<file path="config.mk">
export PLATFORM = sky130hd
export DESIGN_NAME = qpt_top
export DESIGN_NICKNAME = d
export VERILOG_FILES = /design/src/rtl/qpt_pkg.sv /design/src/rtl/qpt_tmr_if.sv /design/src/rtl/qpt_timer.sv /design/src/rtl/qpt_top.sv
export SDC_FILE = /design/constraint.sdc
export NUM_CORES = 1
export LEC_CHECK = 0
export BUFFER_PORTS_ARGS = -buffer_cell sky130_fd_sc_hd__buf_2
export CAP_MARGIN = 40
export CORE_ASPECT_RATIO = 1.75
export CORE_MARGIN = 2
export CORE_UTILIZATION = 57
export DETAILED_ROUTE_END_ITERATION = 8
export GPL_TIMING_DRIVEN = 0
export PLACE_DENSITY = 0.82
export SYNTH_ARGS = -nofsm -noshare
export SYNTH_HDL_FRONTEND = slang
export SYNTH_SLANG_ARGS = --single-unit
</file>
<file path="constraint.sdc">
create_clock -name clk_in -period 2.41 [get_ports clk_in]
set_input_delay 0.241 -clock clk_in [delete_from_list [all_inputs] [get_ports clk_in]]
set_output_delay 0.241 -clock clk_in [all_outputs]
set_load 0.05 [all_outputs]
</file>
<file path="src/rtl/qpt_pkg.sv">
// constants, field layouts and mode codes for the quad prescaled timer
// assumes one system clock; timer clock arrives as a sampled input
package qpt_pkg;
  localparam int ADDR_W = 4;
  localparam logic [3:0] ADDR_A_CTL = 4'h0;
  localparam logic [3:0] ADDR_B_CTL = 4'h1;
  localparam logic [3:0] ADDR_CD_CTL = 4'h2;
  localparam logic [3:0] ADDR_A_DATA = 4'h3;
  localparam logic [3:0] ADDR_B_DATA = 4'h4;
  localparam logic [3:0] ADDR_C_DATA = 4'h5;
  localparam logic [3:0] ADDR_D_DATA = 4'h6;
  localparam logic [3:0] ADDR_EDGE = 4'h7;
  localparam logic [3:0] ADDR_IEH = 4'h8;
  localparam logic [3:0] ADDR_IEL = 4'h9;
  localparam logic [7:0] REG_RST = 8'h00;
  localparam logic [7:0] CNT_ONE = 8'h01;
  localparam logic [7:0] CNT_STEP = 8'h01;
  localparam logic [7:0] PRE_ZERO = 8'h00;
  localparam logic [3:0] CTL_EVENT = 4'h8;
  localparam logic [2:0] PRE_OFF = 3'h0;
  localparam int CTL_OUT_RST_BIT = 4;
  localparam int CD_C_LSB = 4;
  localparam int CD_D_LSB = 0;
  localparam int EDGE_A_BIT = 4;
  localparam int EDGE_B_BIT = 3;
  localparam int IEH_TA_BIT = 5;
  localparam int IEH_TB_BIT = 0;
  localparam int IEL_P4_BIT = 6;
  localparam int IEL_TC_BIT = 5;
  localparam int IEL_TD_BIT = 4;
  localparam int IEL_P3_BIT = 3;
  localparam logic [7:0] PRE_DIV [8] = '{8'h01, 8'h04, 8'h0A, 8'h10, 8'h32, 8'h40, 8'h64, 8'hC8};

  typedef enum logic [1:0] {
    QPT_STOP = 2'b00,
    QPT_DELAY = 2'b01,
    QPT_PULSE = 2'b10,
    QPT_EVENT = 2'b11
  } qpt_mode_t;

  // prescale select to divide ratio
  function automatic logic [7:0] qpt_div(input logic [2:0] sel);
    return PRE_DIV[sel];
  endfunction

  // low nibble of an A/B control register to mode
  function automatic qpt_mode_t qpt_ctl_mode(input logic [3:0] code);
    if (code == CTL_EVENT) begin
      return QPT_EVENT;
    end
    if (code[2:0] == PRE_OFF) begin
      return QPT_STOP;
    end
    return code[3] ? QPT_PULSE : QPT_DELAY;
  endfunction

  // level seen by a transition detector
  function automatic logic qpt_active(input logic lvl, input logic edge_bit, input logic inv);
    return lvl ^ ~edge_bit ^ inv;
  endfunction
endpackage

</file>
<file path="src/rtl/qpt_tmr_if.sv">
// control and status bundle between the register side and one timer
// assumes both ends sit on the same clock
`timescale 1ns/1ps
interface qpt_tmr_if;
  import qpt_pkg::*;
  qpt_mode_t mode;
  logic [2:0] presc;
  logic tick;
  logic gate;
  logic event_pulse;
  logic load_wr;
  logic [7:0] load_data;
  logic out_rst;
  logic [7:0] count;
  logic timeout;
  logic wave;
  modport ctl (output mode, presc, tick, gate, event_pulse, load_wr, load_data, out_rst,
    input count, timeout, wave);
  modport tmr (input mode, presc, tick, gate, event_pulse, load_wr, load_data, out_rst,
    output count, timeout, wave);
endinterface

</file>
<file path="src/rtl/qpt_timer.sv">
// one prescaler and 8-bit down counter with toggling output
// assumes tick is a one-cycle pulse per timer clock edge
`timescale 1ns/1ps
module qpt_timer (
  input wire logic clk_in,
  input wire logic reset_n_in,
  qpt_tmr_if.tmr bus
);
  import qpt_pkg::*;

  typedef struct packed {
    logic [7:0] pre;
    logic [2:0] sel;
    logic [7:0] count;
    logic [7:0] reload;
    logic timeout;
    logic wave;
  } qpt_tmr_state_t;

  qpt_tmr_state_t st_ff;
  qpt_tmr_state_t nxt_st;
  logic cp;
  logic run;

  always_comb begin
    nxt_st = st_ff;
    nxt_st.timeout = 1'b0;
    nxt_st.sel = bus.presc;
    run = bus.tick && (bus.mode == QPT_DELAY || (bus.mode == QPT_PULSE && bus.gate));
    cp = 1'b0;
    if (bus.mode == QPT_EVENT) begin
      cp = bus.event_pulse;
      nxt_st.pre = PRE_ZERO;
    end else if (bus.presc != st_ff.sel) begin
      nxt_st.pre = PRE_ZERO;
    end else if (run) begin
      if (st_ff.pre + CNT_STEP >= qpt_div(bus.presc)) begin
        nxt_st.pre = PRE_ZERO;
        cp = 1'b1;
      end else begin
        nxt_st.pre = st_ff.pre + CNT_STEP;
      end
    end
    if (cp) begin
      if (st_ff.count == CNT_ONE) begin
        nxt_st.count = st_ff.reload;
        nxt_st.timeout = 1'b1;
        nxt_st.wave = ~st_ff.wave;
      end else begin
        nxt_st.count = st_ff.count - CNT_STEP;
      end
    end
    if (bus.load_wr) begin
      nxt_st.reload = bus.load_data;
      if (bus.mode == QPT_STOP) begin
        nxt_st.count = bus.load_data;
      end
    end
    if (bus.out_rst) begin
      nxt_st.wave = 1'b0;
    end
  end

  always_ff @(posedge clk_in or negedge reset_n_in) begin
    if (!reset_n_in) begin
      st_ff <= '0;
    end else begin
      st_ff <= nxt_st;
    end
  end

  assign bus.count = st_ff.count;
  assign bus.timeout = st_ff.timeout;
  assign bus.wave = st_ff.wave;

  reload_at_one_a: assert property (@(posedge clk_in) disable iff (!reset_n_in)
    (cp && st_ff.count == CNT_ONE && !bus.load_wr) |=>
    (st_ff.timeout && st_ff.count == $past(st_ff.reload)))
    else $error("counter did not reload at one");
  count_step_a: assert property (@(posedge clk_in) disable iff (!reset_n_in)
    (cp && st_ff.count != CNT_ONE && !(bus.load_wr && bus.mode == QPT_STOP)) |=>
    (st_ff.count == $past(st_ff.count) - CNT_STEP))
    else $error("counter did not step down");
  wave_toggle_a: assert property (@(posedge clk_in) disable iff (!reset_n_in)
    (!bus.out_rst && !$past(bus.out_rst)) |-> (st_ff.timeout == (st_ff.wave != $past(st_ff.wave))))
    else $error("output changed without a time-out");
  gate_hold_a: assert property (@(posedge clk_in) disable iff (!reset_n_in)
    (bus.mode == QPT_PULSE && !bus.gate && !bus.load_wr) |=> $stable(st_ff.count))
    else $error("counter moved while gate inactive");
  stop_load_a: assert property (@(posedge clk_in) disable iff (!reset_n_in)
    (bus.load_wr && bus.mode == QPT_STOP) |=> (st_ff.count == $past(bus.load_data)))
    else $error("stopped write did not load counter");
  timeout_len_a: assert property (@(posedge clk_in) disable iff (!reset_n_in)
    (st_ff.timeout && bus.mode != QPT_EVENT) |=> !st_ff.timeout)
    else $error("time-out longer than one cycle");
endmodule

</file>
<file path="src/rtl/qpt_top.sv">
// quad prescaled timer: registers, auxiliary inputs, interrupt channel requests
// assumes all inputs synchronous to clk_in; timer clock sampled on timer_osc_in
// Overview of operation
// - four 8-bit prescaler plus down-counter timers on one shared timer clock
// - each time-out toggles the timer output, which holds until next time-out
// - A and B: delay, pulse width, event count; C and D delay only
// - delay mode: prescaler runs, emits count pulse decrementing the counter
// - count pulse at 01 reloads counter from data and produces time-out
// - time-out requests an interrupt only when its channel is enabled
// - prescale change: first count pulse within 1 to 200 timer clocks
// - reload 01 times out every pulse; 00 every 256 pulses
// - pulse mode moves port 4/3 channels onto aux inputs A/B
// - pulse mode: aux input at active level gates prescaler and counter
// - edge bit 4 (A) / 3 (B) sets aux active level, one is high
// - pulse mode interrupt fires on the opposite edge, ending the pulse
// - pulse mode rewrite keeps counting old value until reload at 01
// - leaving pulse mode restores polarity; mode or edge change may interrupt
// - event mode count through 01 times out, toggles, interrupts, reloads
// - event mode edge bit one counts rising, zero falling; change may count
// - event mode aux edges also request the port 3/4 channel when enabled
// - three control registers and four data registers, C and D share control
// - data write loads counter too when stopped, else at next pass of 01
// - control selects mode, prescale, stop; A and B can force output low
// - data read returns the counter captured at the read strobe
//
// Design decisions made here: the address-and-strobe port and the register addresses.
`timescale 1ns/1ps
module qpt_top (
  input wire logic clk_in,
  input wire logic reset_n_in,
  input wire logic [qpt_pkg::ADDR_W-1:0] addr_in,
  input wire logic [7:0] wdata_in,
  input wire logic wr_in,
  input wire logic rd_in,
  output logic [7:0] rdata_out,
  input wire logic timer_osc_in,
  input wire logic timer_a_aux_input_in,
  input wire logic timer_b_aux_input_in,
  input wire logic port_pin_3_in,
  input wire logic port_pin_4_in,
  output logic timer_a_out,
  output logic timer_b_out,
  output logic timer_c_out,
  output logic timer_d_out,
  output logic [3:0] irq_timer_out,
  output logic irq_port_line_3_out,
  output logic irq_port_line_4_out
);
  import qpt_pkg::*;

  typedef struct packed {
    logic [7:0] ctl_a;
    logic [7:0] ctl_b;
    logic [7:0] ctl_cd;
    logic [7:0] edge_sel;
    logic [7:0] ien_hi;
    logic [7:0] ien_lo;
    logic osc_q;
    logic osc_prev;
    logic aux_a_q;
    logic aux_b_q;
    logic p3_q;
    logic p4_q;
    logic ev_a;
    logic ev_b;
    logic det3;
    logic det4;
    logic [7:0] rdata;
    logic [3:0] irq_t;
    logic irq3;
    logic irq4;
  } qpt_top_state_t;

  qpt_top_state_t st_ff;
  qpt_top_state_t nxt_st;

  qpt_tmr_if tif [4] ();

  qpt_mode_t mode_w [4];
  logic [2:0] presc_w [4];
  logic gate_w [4];
  logic ev_w [4];
  logic load_w [4];
  logic orst_w [4];
  logic [7:0] cnt_w [4];
  logic to_w [4];
  logic wave_w [4];
  logic tick;
  logic act_a;
  logic act_b;
  logic sig3;
  logic sig4;
  logic aux_a_mode;
  logic aux_b_mode;

  genvar gi;
  generate
    for (gi = 0; gi < 4; gi++) begin : g_tmr
      assign tif[gi].mode = mode_w[gi];
      assign tif[gi].presc = presc_w[gi];
      assign tif[gi].tick = tick;
      assign tif[gi].gate = gate_w[gi];
      assign tif[gi].event_pulse = ev_w[gi];
      assign tif[gi].load_wr = load_w[gi];
      assign tif[gi].load_data = wdata_in;
      assign tif[gi].out_rst = orst_w[gi];
      assign cnt_w[gi] = tif[gi].count;
      assign to_w[gi] = tif[gi].timeout;
      assign wave_w[gi] = tif[gi].wave;
      qpt_timer i_qpt_timer (
        .clk_in(clk_in),
        .reset_n_in(reset_n_in),
        .bus(tif[gi])
      );
    end
  endgenerate

  always_comb begin
    nxt_st = st_ff;
    // sampled pins
    nxt_st.osc_q = timer_osc_in;
    nxt_st.osc_prev = st_ff.osc_q;
    nxt_st.aux_a_q = timer_a_aux_input_in;
    nxt_st.aux_b_q = timer_b_aux_input_in;
    nxt_st.p3_q = port_pin_3_in;
    nxt_st.p4_q = port_pin_4_in;
    tick = st_ff.osc_q && !st_ff.osc_prev;
    // A/B full modes, C/D delay only
    mode_w[0] = qpt_ctl_mode(st_ff.ctl_a[3:0]);
    mode_w[1] = qpt_ctl_mode(st_ff.ctl_b[3:0]);
    mode_w[2] = (st_ff.ctl_cd[CD_C_LSB+:3] == PRE_OFF) ? QPT_STOP : QPT_DELAY;
    mode_w[3] = (st_ff.ctl_cd[CD_D_LSB+:3] == PRE_OFF) ? QPT_STOP : QPT_DELAY;
    presc_w[0] = st_ff.ctl_a[2:0];
    presc_w[1] = st_ff.ctl_b[2:0];
    presc_w[2] = st_ff.ctl_cd[CD_C_LSB+:3];
    presc_w[3] = st_ff.ctl_cd[CD_D_LSB+:3];
    // forced output reset on A and B
    orst_w[0] = st_ff.ctl_a[CTL_OUT_RST_BIT];
    orst_w[1] = st_ff.ctl_b[CTL_OUT_RST_BIT];
    orst_w[2] = 1'b0;
    orst_w[3] = 1'b0;
    // aux active level from edge bit
    gate_w[0] = (st_ff.aux_a_q == st_ff.edge_sel[EDGE_A_BIT]);
    gate_w[1] = (st_ff.aux_b_q == st_ff.edge_sel[EDGE_B_BIT]);
    gate_w[2] = 1'b0;
    gate_w[3] = 1'b0;
    act_a = qpt_active(st_ff.aux_a_q, st_ff.edge_sel[EDGE_A_BIT], 1'b0);
    act_b = qpt_active(st_ff.aux_b_q, st_ff.edge_sel[EDGE_B_BIT], 1'b0);
    nxt_st.ev_a = act_a;
    nxt_st.ev_b = act_b;
    ev_w[0] = act_a && !st_ff.ev_a;
    ev_w[1] = act_b && !st_ff.ev_b;
    ev_w[2] = 1'b0;
    ev_w[3] = 1'b0;
    load_w[0] = wr_in && addr_in == ADDR_A_DATA;
    load_w[1] = wr_in && addr_in == ADDR_B_DATA;
    load_w[2] = wr_in && addr_in == ADDR_C_DATA;
    load_w[3] = wr_in && addr_in == ADDR_D_DATA;
    // channels follow aux inputs in aux modes
    aux_a_mode = mode_w[0] == QPT_PULSE || mode_w[0] == QPT_EVENT;
    aux_b_mode = mode_w[1] == QPT_PULSE || mode_w[1] == QPT_EVENT;
    sig4 = qpt_active(aux_a_mode ? st_ff.aux_a_q : st_ff.p4_q,
      st_ff.edge_sel[EDGE_A_BIT], mode_w[0] == QPT_PULSE);
    sig3 = qpt_active(aux_b_mode ? st_ff.aux_b_q : st_ff.p3_q,
      st_ff.edge_sel[EDGE_B_BIT], mode_w[1] == QPT_PULSE);
    // detector sees mode and edge changes
    nxt_st.det4 = sig4;
    nxt_st.det3 = sig3;
    nxt_st.irq4 = sig4 && !st_ff.det4 && st_ff.ien_lo[IEL_P4_BIT];
    nxt_st.irq3 = sig3 && !st_ff.det3 && st_ff.ien_lo[IEL_P3_BIT];
    nxt_st.irq_t[0] = to_w[0] && st_ff.ien_hi[IEH_TA_BIT];
    nxt_st.irq_t[1] = to_w[1] && st_ff.ien_hi[IEH_TB_BIT];
    nxt_st.irq_t[2] = to_w[2] && st_ff.ien_lo[IEL_TC_BIT];
    nxt_st.irq_t[3] = to_w[3] && st_ff.ien_lo[IEL_TD_BIT];
    if (wr_in) begin
      case (addr_in)
        ADDR_A_CTL: begin
          nxt_st.ctl_a = wdata_in;
        end
        ADDR_B_CTL: begin
          nxt_st.ctl_b = wdata_in;
        end
        ADDR_CD_CTL: begin
          nxt_st.ctl_cd = wdata_in;
        end
        ADDR_EDGE: begin
          nxt_st.edge_sel = wdata_in;
        end
        ADDR_IEH: begin
          nxt_st.ien_hi = wdata_in;
        end
        ADDR_IEL: begin
          nxt_st.ien_lo = wdata_in;
        end
        default: begin
          nxt_st.ien_lo = st_ff.ien_lo;
        end
      endcase
    end
    nxt_st.rdata = REG_RST;
    if (rd_in) begin
      case (addr_in)
        ADDR_A_CTL: begin
          nxt_st.rdata = st_ff.ctl_a;
        end
        ADDR_B_CTL: begin
          nxt_st.rdata = st_ff.ctl_b;
        end
        ADDR_CD_CTL: begin
          nxt_st.rdata = st_ff.ctl_cd;
        end
        ADDR_A_DATA: begin
          nxt_st.rdata = cnt_w[0];
        end
        ADDR_B_DATA: begin
          nxt_st.rdata = cnt_w[1];
        end
        ADDR_C_DATA: begin
          nxt_st.rdata = cnt_w[2];
        end
        ADDR_D_DATA: begin
          nxt_st.rdata = cnt_w[3];
        end
        ADDR_EDGE: begin
          nxt_st.rdata = st_ff.edge_sel;
        end
        ADDR_IEH: begin
          nxt_st.rdata = st_ff.ien_hi;
        end
        ADDR_IEL: begin
          nxt_st.rdata = st_ff.ien_lo;
        end
        default: begin
          nxt_st.rdata = REG_RST;
        end
      endcase
    end
  end

  always_ff @(posedge clk_in or negedge reset_n_in) begin
    if (!reset_n_in) begin
      st_ff <= '0;
      // detectors start at idle level
      st_ff.ev_a <= 1'b1;
      st_ff.ev_b <= 1'b1;
      st_ff.det3 <= 1'b1;
      st_ff.det4 <= 1'b1;
    end else begin
      st_ff <= nxt_st;
    end
  end

  assign rdata_out = st_ff.rdata;
  assign timer_a_out = wave_w[0];
  assign timer_b_out = wave_w[1];
  assign timer_c_out = wave_w[2];
  assign timer_d_out = wave_w[3];
  assign irq_timer_out = st_ff.irq_t;
  assign irq_port_line_3_out = st_ff.irq3;
  assign irq_port_line_4_out = st_ff.irq4;

  irq_gate_a: assert property (@(posedge clk_in) disable iff (!reset_n_in)
    (to_w[0] && !st_ff.ien_hi[IEH_TA_BIT]) |=> !irq_timer_out[0])
    else $error("disabled time-out raised a request");
  irq_follow_a: assert property (@(posedge clk_in) disable iff (!reset_n_in)
    (to_w[2] && st_ff.ien_lo[IEL_TC_BIT]) |=> irq_timer_out[2] ##1 !irq_timer_out[2])
    else $error("time-out request not one cycle");
  read_count_a: assert property (@(posedge clk_in) disable iff (!reset_n_in)
    (rd_in && addr_in == ADDR_B_DATA) |=> (rdata_out == $past(cnt_w[1])))
    else $error("data read not counter snapshot");
  pulse_irq_a: assert property (@(posedge clk_in) disable iff (!reset_n_in)
    (mode_w[1] == QPT_PULSE && $stable(mode_w[1]) && $stable(st_ff.edge_sel)
      && st_ff.ien_lo[IEL_P3_BIT] && $fell(gate_w[1])) |=> irq_port_line_3_out)
    else $error("pulse end did not request port 3 channel");

  irq_a_pass_a: assert property (@(posedge clk_in) disable iff (!reset_n_in)
    (to_w[0] && st_ff.ien_hi[IEH_TA_BIT]) |=> irq_timer_out[0])
    else $error("enabled time-out gave no request");

  irq_b_match_a: assert property (@(posedge clk_in) disable iff (!reset_n_in)
    irq_timer_out[1] == $past(to_w[1] && st_ff.ien_hi[IEH_TB_BIT]))
    else $error("timer b request does not follow time-out");

  irq_d_match_a: assert property (@(posedge clk_in) disable iff (!reset_n_in)
    irq_timer_out[3] == $past(to_w[3] && st_ff.ien_lo[IEL_TD_BIT]))
    else $error("timer d request does not follow time-out");

  port3_gate_a: assert property (@(posedge clk_in) disable iff (!reset_n_in)
    !st_ff.ien_lo[IEL_P3_BIT] |=> !irq_port_line_3_out)
    else $error("disabled port 3 channel raised a request");

  port4_gate_a: assert property (@(posedge clk_in) disable iff (!reset_n_in)
    !st_ff.ien_lo[IEL_P4_BIT] |=> !irq_port_line_4_out)
    else $error("disabled port 4 channel raised a request");

  event_step_a: assert property (@(posedge clk_in) disable iff (!reset_n_in)
    (mode_w[0] == QPT_EVENT && ev_w[0] && cnt_w[0] != CNT_ONE) |=>
    (cnt_w[0] == $past(cnt_w[0]) - CNT_STEP))
    else $error("event did not step counter down");

  event_idle_a: assert property (@(posedge clk_in) disable iff (!reset_n_in)
    (mode_w[0] == QPT_EVENT && !ev_w[0]) |=> $stable(cnt_w[0]))
    else $error("event counter moved without an event");

  event_reload_a: assert property (@(posedge clk_in) disable iff (!reset_n_in)
    (mode_w[1] == QPT_EVENT && ev_w[1] && cnt_w[1] == CNT_ONE && !orst_w[1]) |=>
    (to_w[1] && timer_b_out != $past(timer_b_out)))
    else $error("event count through one gave no time-out");

  active_high_a: assert property (@(posedge clk_in) disable iff (!reset_n_in)
    (mode_w[1] == QPT_PULSE && st_ff.edge_sel[EDGE_B_BIT] && !st_ff.aux_b_q) |=>
    $stable(cnt_w[1]))
    else $error("active high gate counted while low");

  port_mask_a: assert property (@(posedge clk_in) disable iff (!reset_n_in)
    (mode_w[1] == QPT_EVENT && $stable(mode_w[1]) && $stable(st_ff.aux_b_q)
      && $stable(st_ff.edge_sel)) |=> !irq_port_line_3_out)
    else $error("port line reached channel in aux mode");

  event_port_a: assert property (@(posedge clk_in) disable iff (!reset_n_in)
    (mode_w[1] == QPT_EVENT && $stable(mode_w[1]) && $stable(st_ff.edge_sel)
      && st_ff.ien_lo[IEL_P3_BIT] && ev_w[1]) |=> irq_port_line_3_out)
    else $error("aux event did not request port 3 channel");

  force_low_a: assert property (@(posedge clk_in) disable iff (!reset_n_in)
    orst_w[0] |=> !timer_a_out)
    else $error("forced output not low");

  rdata_idle_a: assert property (@(posedge clk_in) disable iff (!reset_n_in)
    !rd_in |=> (rdata_out == REG_RST))
    else $error("read data outside read cycle");

  ctl_write_a: assert property (@(posedge clk_in) disable iff (!reset_n_in)
    (wr_in && addr_in == ADDR_CD_CTL) |=> (st_ff.ctl_cd == $past(wdata_in)))
    else $error("shared control write lost");

  edge_read_a: assert property (@(posedge clk_in) disable iff (!reset_n_in)
    (rd_in && addr_in == ADDR_EDGE) |=> (rdata_out == $past(st_ff.edge_sel)))
    else $error("edge register read wrong");
endmodule

</file>
==> impl_metrics.toml <==
[critical_path]
crit_type = "reg2reg"
r2r-start = "presc_w[0]"
worst_r2r_endpoint = "g_tmr[3].i_qpt_timer.bus.wave"
critical_path_arrival_ps = 2980
r2r_cells = 11
end_kind = "flop"
required_ps = 2750
cp-start-kind = "flop"
cp_max_fo = 8
ff2ff_setup_slack_ps = -230

[drt]
wl_per_cell_um = 21.3
via_per_inst = 6.27
first_pass_iters = 5
ant_nets = 0
drc = 0
first_iter_violations = 670
routed_wirelength_um = 29400
vias = 8662

[sta]
setup_total_negative_slack_ps = -3830
rsz0062_at_grt = "yes"
setup_viol = 36
fmax_ghz = 0.378
timing.final.crit_period_ps = 2640
hold_violations = 0
fin_worst_skew_ps = 12.8
maxSlewHeadroom_pct = 40.7
maxSlewViolCount = 0
hold-worst-slack_ps = 132
fin_crit_sh_pct = 110
tightest_slew_ps = 886
worst_slack_ps = -234

[cts]
cts_made_buffers = 17
worstSkewPairLatency_ps = 440
cts_root_buffer = "clkbuf_16"
cts_tree = "built"
clock_sinks = 188
htree_levels = 4
clk_pin_slew_worst_paths_ps = 80
clockBufferDepth = 2

[finish]
fin_area_um2 = 13000
area_growth_pct = 23.6
fin_nets = 1200
multi_input_area_um2 = 6160
final_common_cell = "dfrtp_1"
final_cell_mix = "dfrtp_1 (169), mux2_2 (84), nor2_1 (83), nand2_1 (72), buf_4 (66)"
ff_latch_area_um2 = 4730
fillers = 1216
drive_gt1_share_pct = 35.4
diodes = 0
fin_cells = 1382

[place]
placement.cell_area_um2 = 11100
place_hpwl_um = 18700
portBuffers = 33
routabilityCongestion = 0.992
place_inst = 1290

[synth]
yosysWarnings = 0
synth.net_count = 1085
postSynthCellCount = 1020
yosysSeqAreaShare_pct = 44.9
async_flop_share_pct = 100
syn_avg_cell_area_um2 = 10.3
synth_area_um2 = 10500
synthDistinctLibCells = 64
synth_ff_type = "dfrtp_1"
synth_edf_count = 0
synth_seq_cells = 188

[floorplanning]
die_x_um = 107
fp.dieH_um = 183
start_util_pct = 58.1
core_area_um2 = 18100
rows = 65
ios = 39
dieArea_um2 = 19500

[power]
power_density_nw_per_um2 = 865
leakagePower_nw = 5.70
peakVddDrop_mv = 0.470
power_mw = 11.2

[worst_hold_path]
min_path_type = "in2reg"
whs_path_depth = 2
worstHoldStart = "wdata_in[7]"
worstHoldEndpoint = "g_tmr[0].i_qpt_timer.bus.count[7]"

[global_routing]
antenna_found_initial = 0
grt_pass1_vias = 8733
grt_max_degree = 109
track_usage_pct = 29.8
grt_pass1_wl_um = 44800
grt_overflow = 0

[status]
outcome = "complete, but fails checks"
violations = "setup timing"

[job]
drv_cap = 0
[critical path, stage by stage, from the launching register on]
cell,delay (ps)
dfrtp_1,410
buf_6,150
nand2b_4,150
mux2_4,270
ha_4,160
or4_4,510
a21oi_2,150
o31a_1,230
buf_4,150
nor2b_4,60
and2_4,160
xor2_1,130
[cell families after synthesis]
logic type / share of synthesized area [%]
and+or+nand+nor: 15.4
buffers and inverters: 4.11
DFF: 44.9
xor gates and xnor gates: 5.31
muxes: 11.5
adders and majority gates: 5.25
AOI/OAI and AO/OA: 13.5
[per-stage QoR]
step	utilization, %	setup WS [ps]
global route	71.8	-326
detailed placement	61.4	-485
floorplan	-	-116
global placement	61.1	-1820
finish	71.8	-234
CTS	68.4	-178
[sequential cells by signal, summed over array words and instances, names as in the netlist]
register                       cells
g_tmr.i_qpt_timer.st_ff           76
st_ff                             43
g_tmr.i_qpt_timer.bus.count       32
presc_w                           12
rdata_out                          8
g_tmr.i_qpt_timer.bus.timeout      4
g_tmr.i_qpt_timer.bus.wave         4
irq_timer_out                      4
orst_w                             2
irq_port_line_3_out                1
irq_port_line_4_out                1
nxt_st                             1
[worst max-delay path by stage]
stage                              startpoint                           endpoint  slack (ps)  cells past startpoint
6_report                           presc_w[0]      g_tmr[3].i_qpt_timer.bus.wave        -230                     11
5_1_grt                            presc_w[2]  g_tmr[3].i_qpt_timer.bus.count[7]        -330                     12
4_1_cts        g_tmr[0].i_qpt_timer.st_ff[21]  g_tmr[0].i_qpt_timer.bus.count[6]        -180                     12
3_5_place_dp                       presc_w[8]  g_tmr[1].i_qpt_timer.bus.count[6]        -490                     12
3_3_place_gp                       reset_n_in     g_tmr[2].i_qpt_timer.st_ff[21]       -1820                      1
2_1_floorplan                      presc_w[2]  g_tmr[3].i_qpt_timer.bus.count[5]        -120                     12
[routing by layer]
layer | vias up | global-route usage, % | share of wire [%]
met5 | - | 0 | 0
met4 | 0 | 17.5 | 6.3
li1 | 3878 | - | -
met2 | 363 | 52.2 | 52
met1 | 4305 | 33.9 | 37
met3 | 116 | 4.87 | 4.6
[synthesized netlist by cell type, types with 8 or more instances]
| cell type | n | area (um^2) |
|---|---|---|
| xnor2_1 | 24 | 210 |
| a22oi_1 | 12 | 90.1 |
| inv_1 | 17 | 63.8 |
| dfrtp_1 | 184 | 4600 |
| buf_1 | 8 | 30.0 |
| nand2b_1 | 25 | 156 |
| nand2_1 | 81 | 304 |
| mux2_2 | 88 | 991 |
| buf_4 | 15 | 113 |
| a22o_1 | 19 | 166 |
| clkbuf_1 | 21 | 78.8 |
| nor2_1 | 95 | 357 |
| mux2i_1 | 19 | 190 |
| nor3_1 | 22 | 110 |
| a31oi_1 | 8 | 50.1 |
| nand3_1 | 36 | 180 |
| and2_1 | 10 | 62.6 |
| nor2b_1 | 16 | 100 |
| buf_2 | 19 | 95.1 |
| a21oi_1 | 58 | 290 |
| ha_1 | 44 | 551 |
| a32o_1 | 16 | 160 |
| o21ai_0 | 37 | 185 |
| xor2_1 | 34 | 298 |
[power breakdown]
part	switching, mW	leakage [nW]	total (mW)	internal, mW
registers	0.800	2.35	4.63	3.83
clock network	1.33	0.265	2.74	1.41
logic	2.02	3.08	3.84	1.83
[what timing repair did]
action | in CTS | in global routing
hold buffers | 6 | 0
buffers inserted | 37 | 19
setup endpoints to repair | 57 | 66
cloned | 2 | 1
hold endpoints to repair | 85 | 0
pin swaps | 43 | 54
gates resized for setup | 107 | 102
[area by class of cell]
| cell class | count | share of cell area, % |
|---|---|---|
| inverter | 17 | 0.492 |
| clock buffer | 20 | 3.52 |
| sequential | 188 | 36.5 |
| multi-input combinational | 748 | 47.5 |
| timing repair buffer | 100 | 5.89 |
| buffer | 63 | 3.04 |
| tap | 234 | 2.26 |
| clock inverter | 12 | 0.801 |
(Power assumes the default switching activity.)
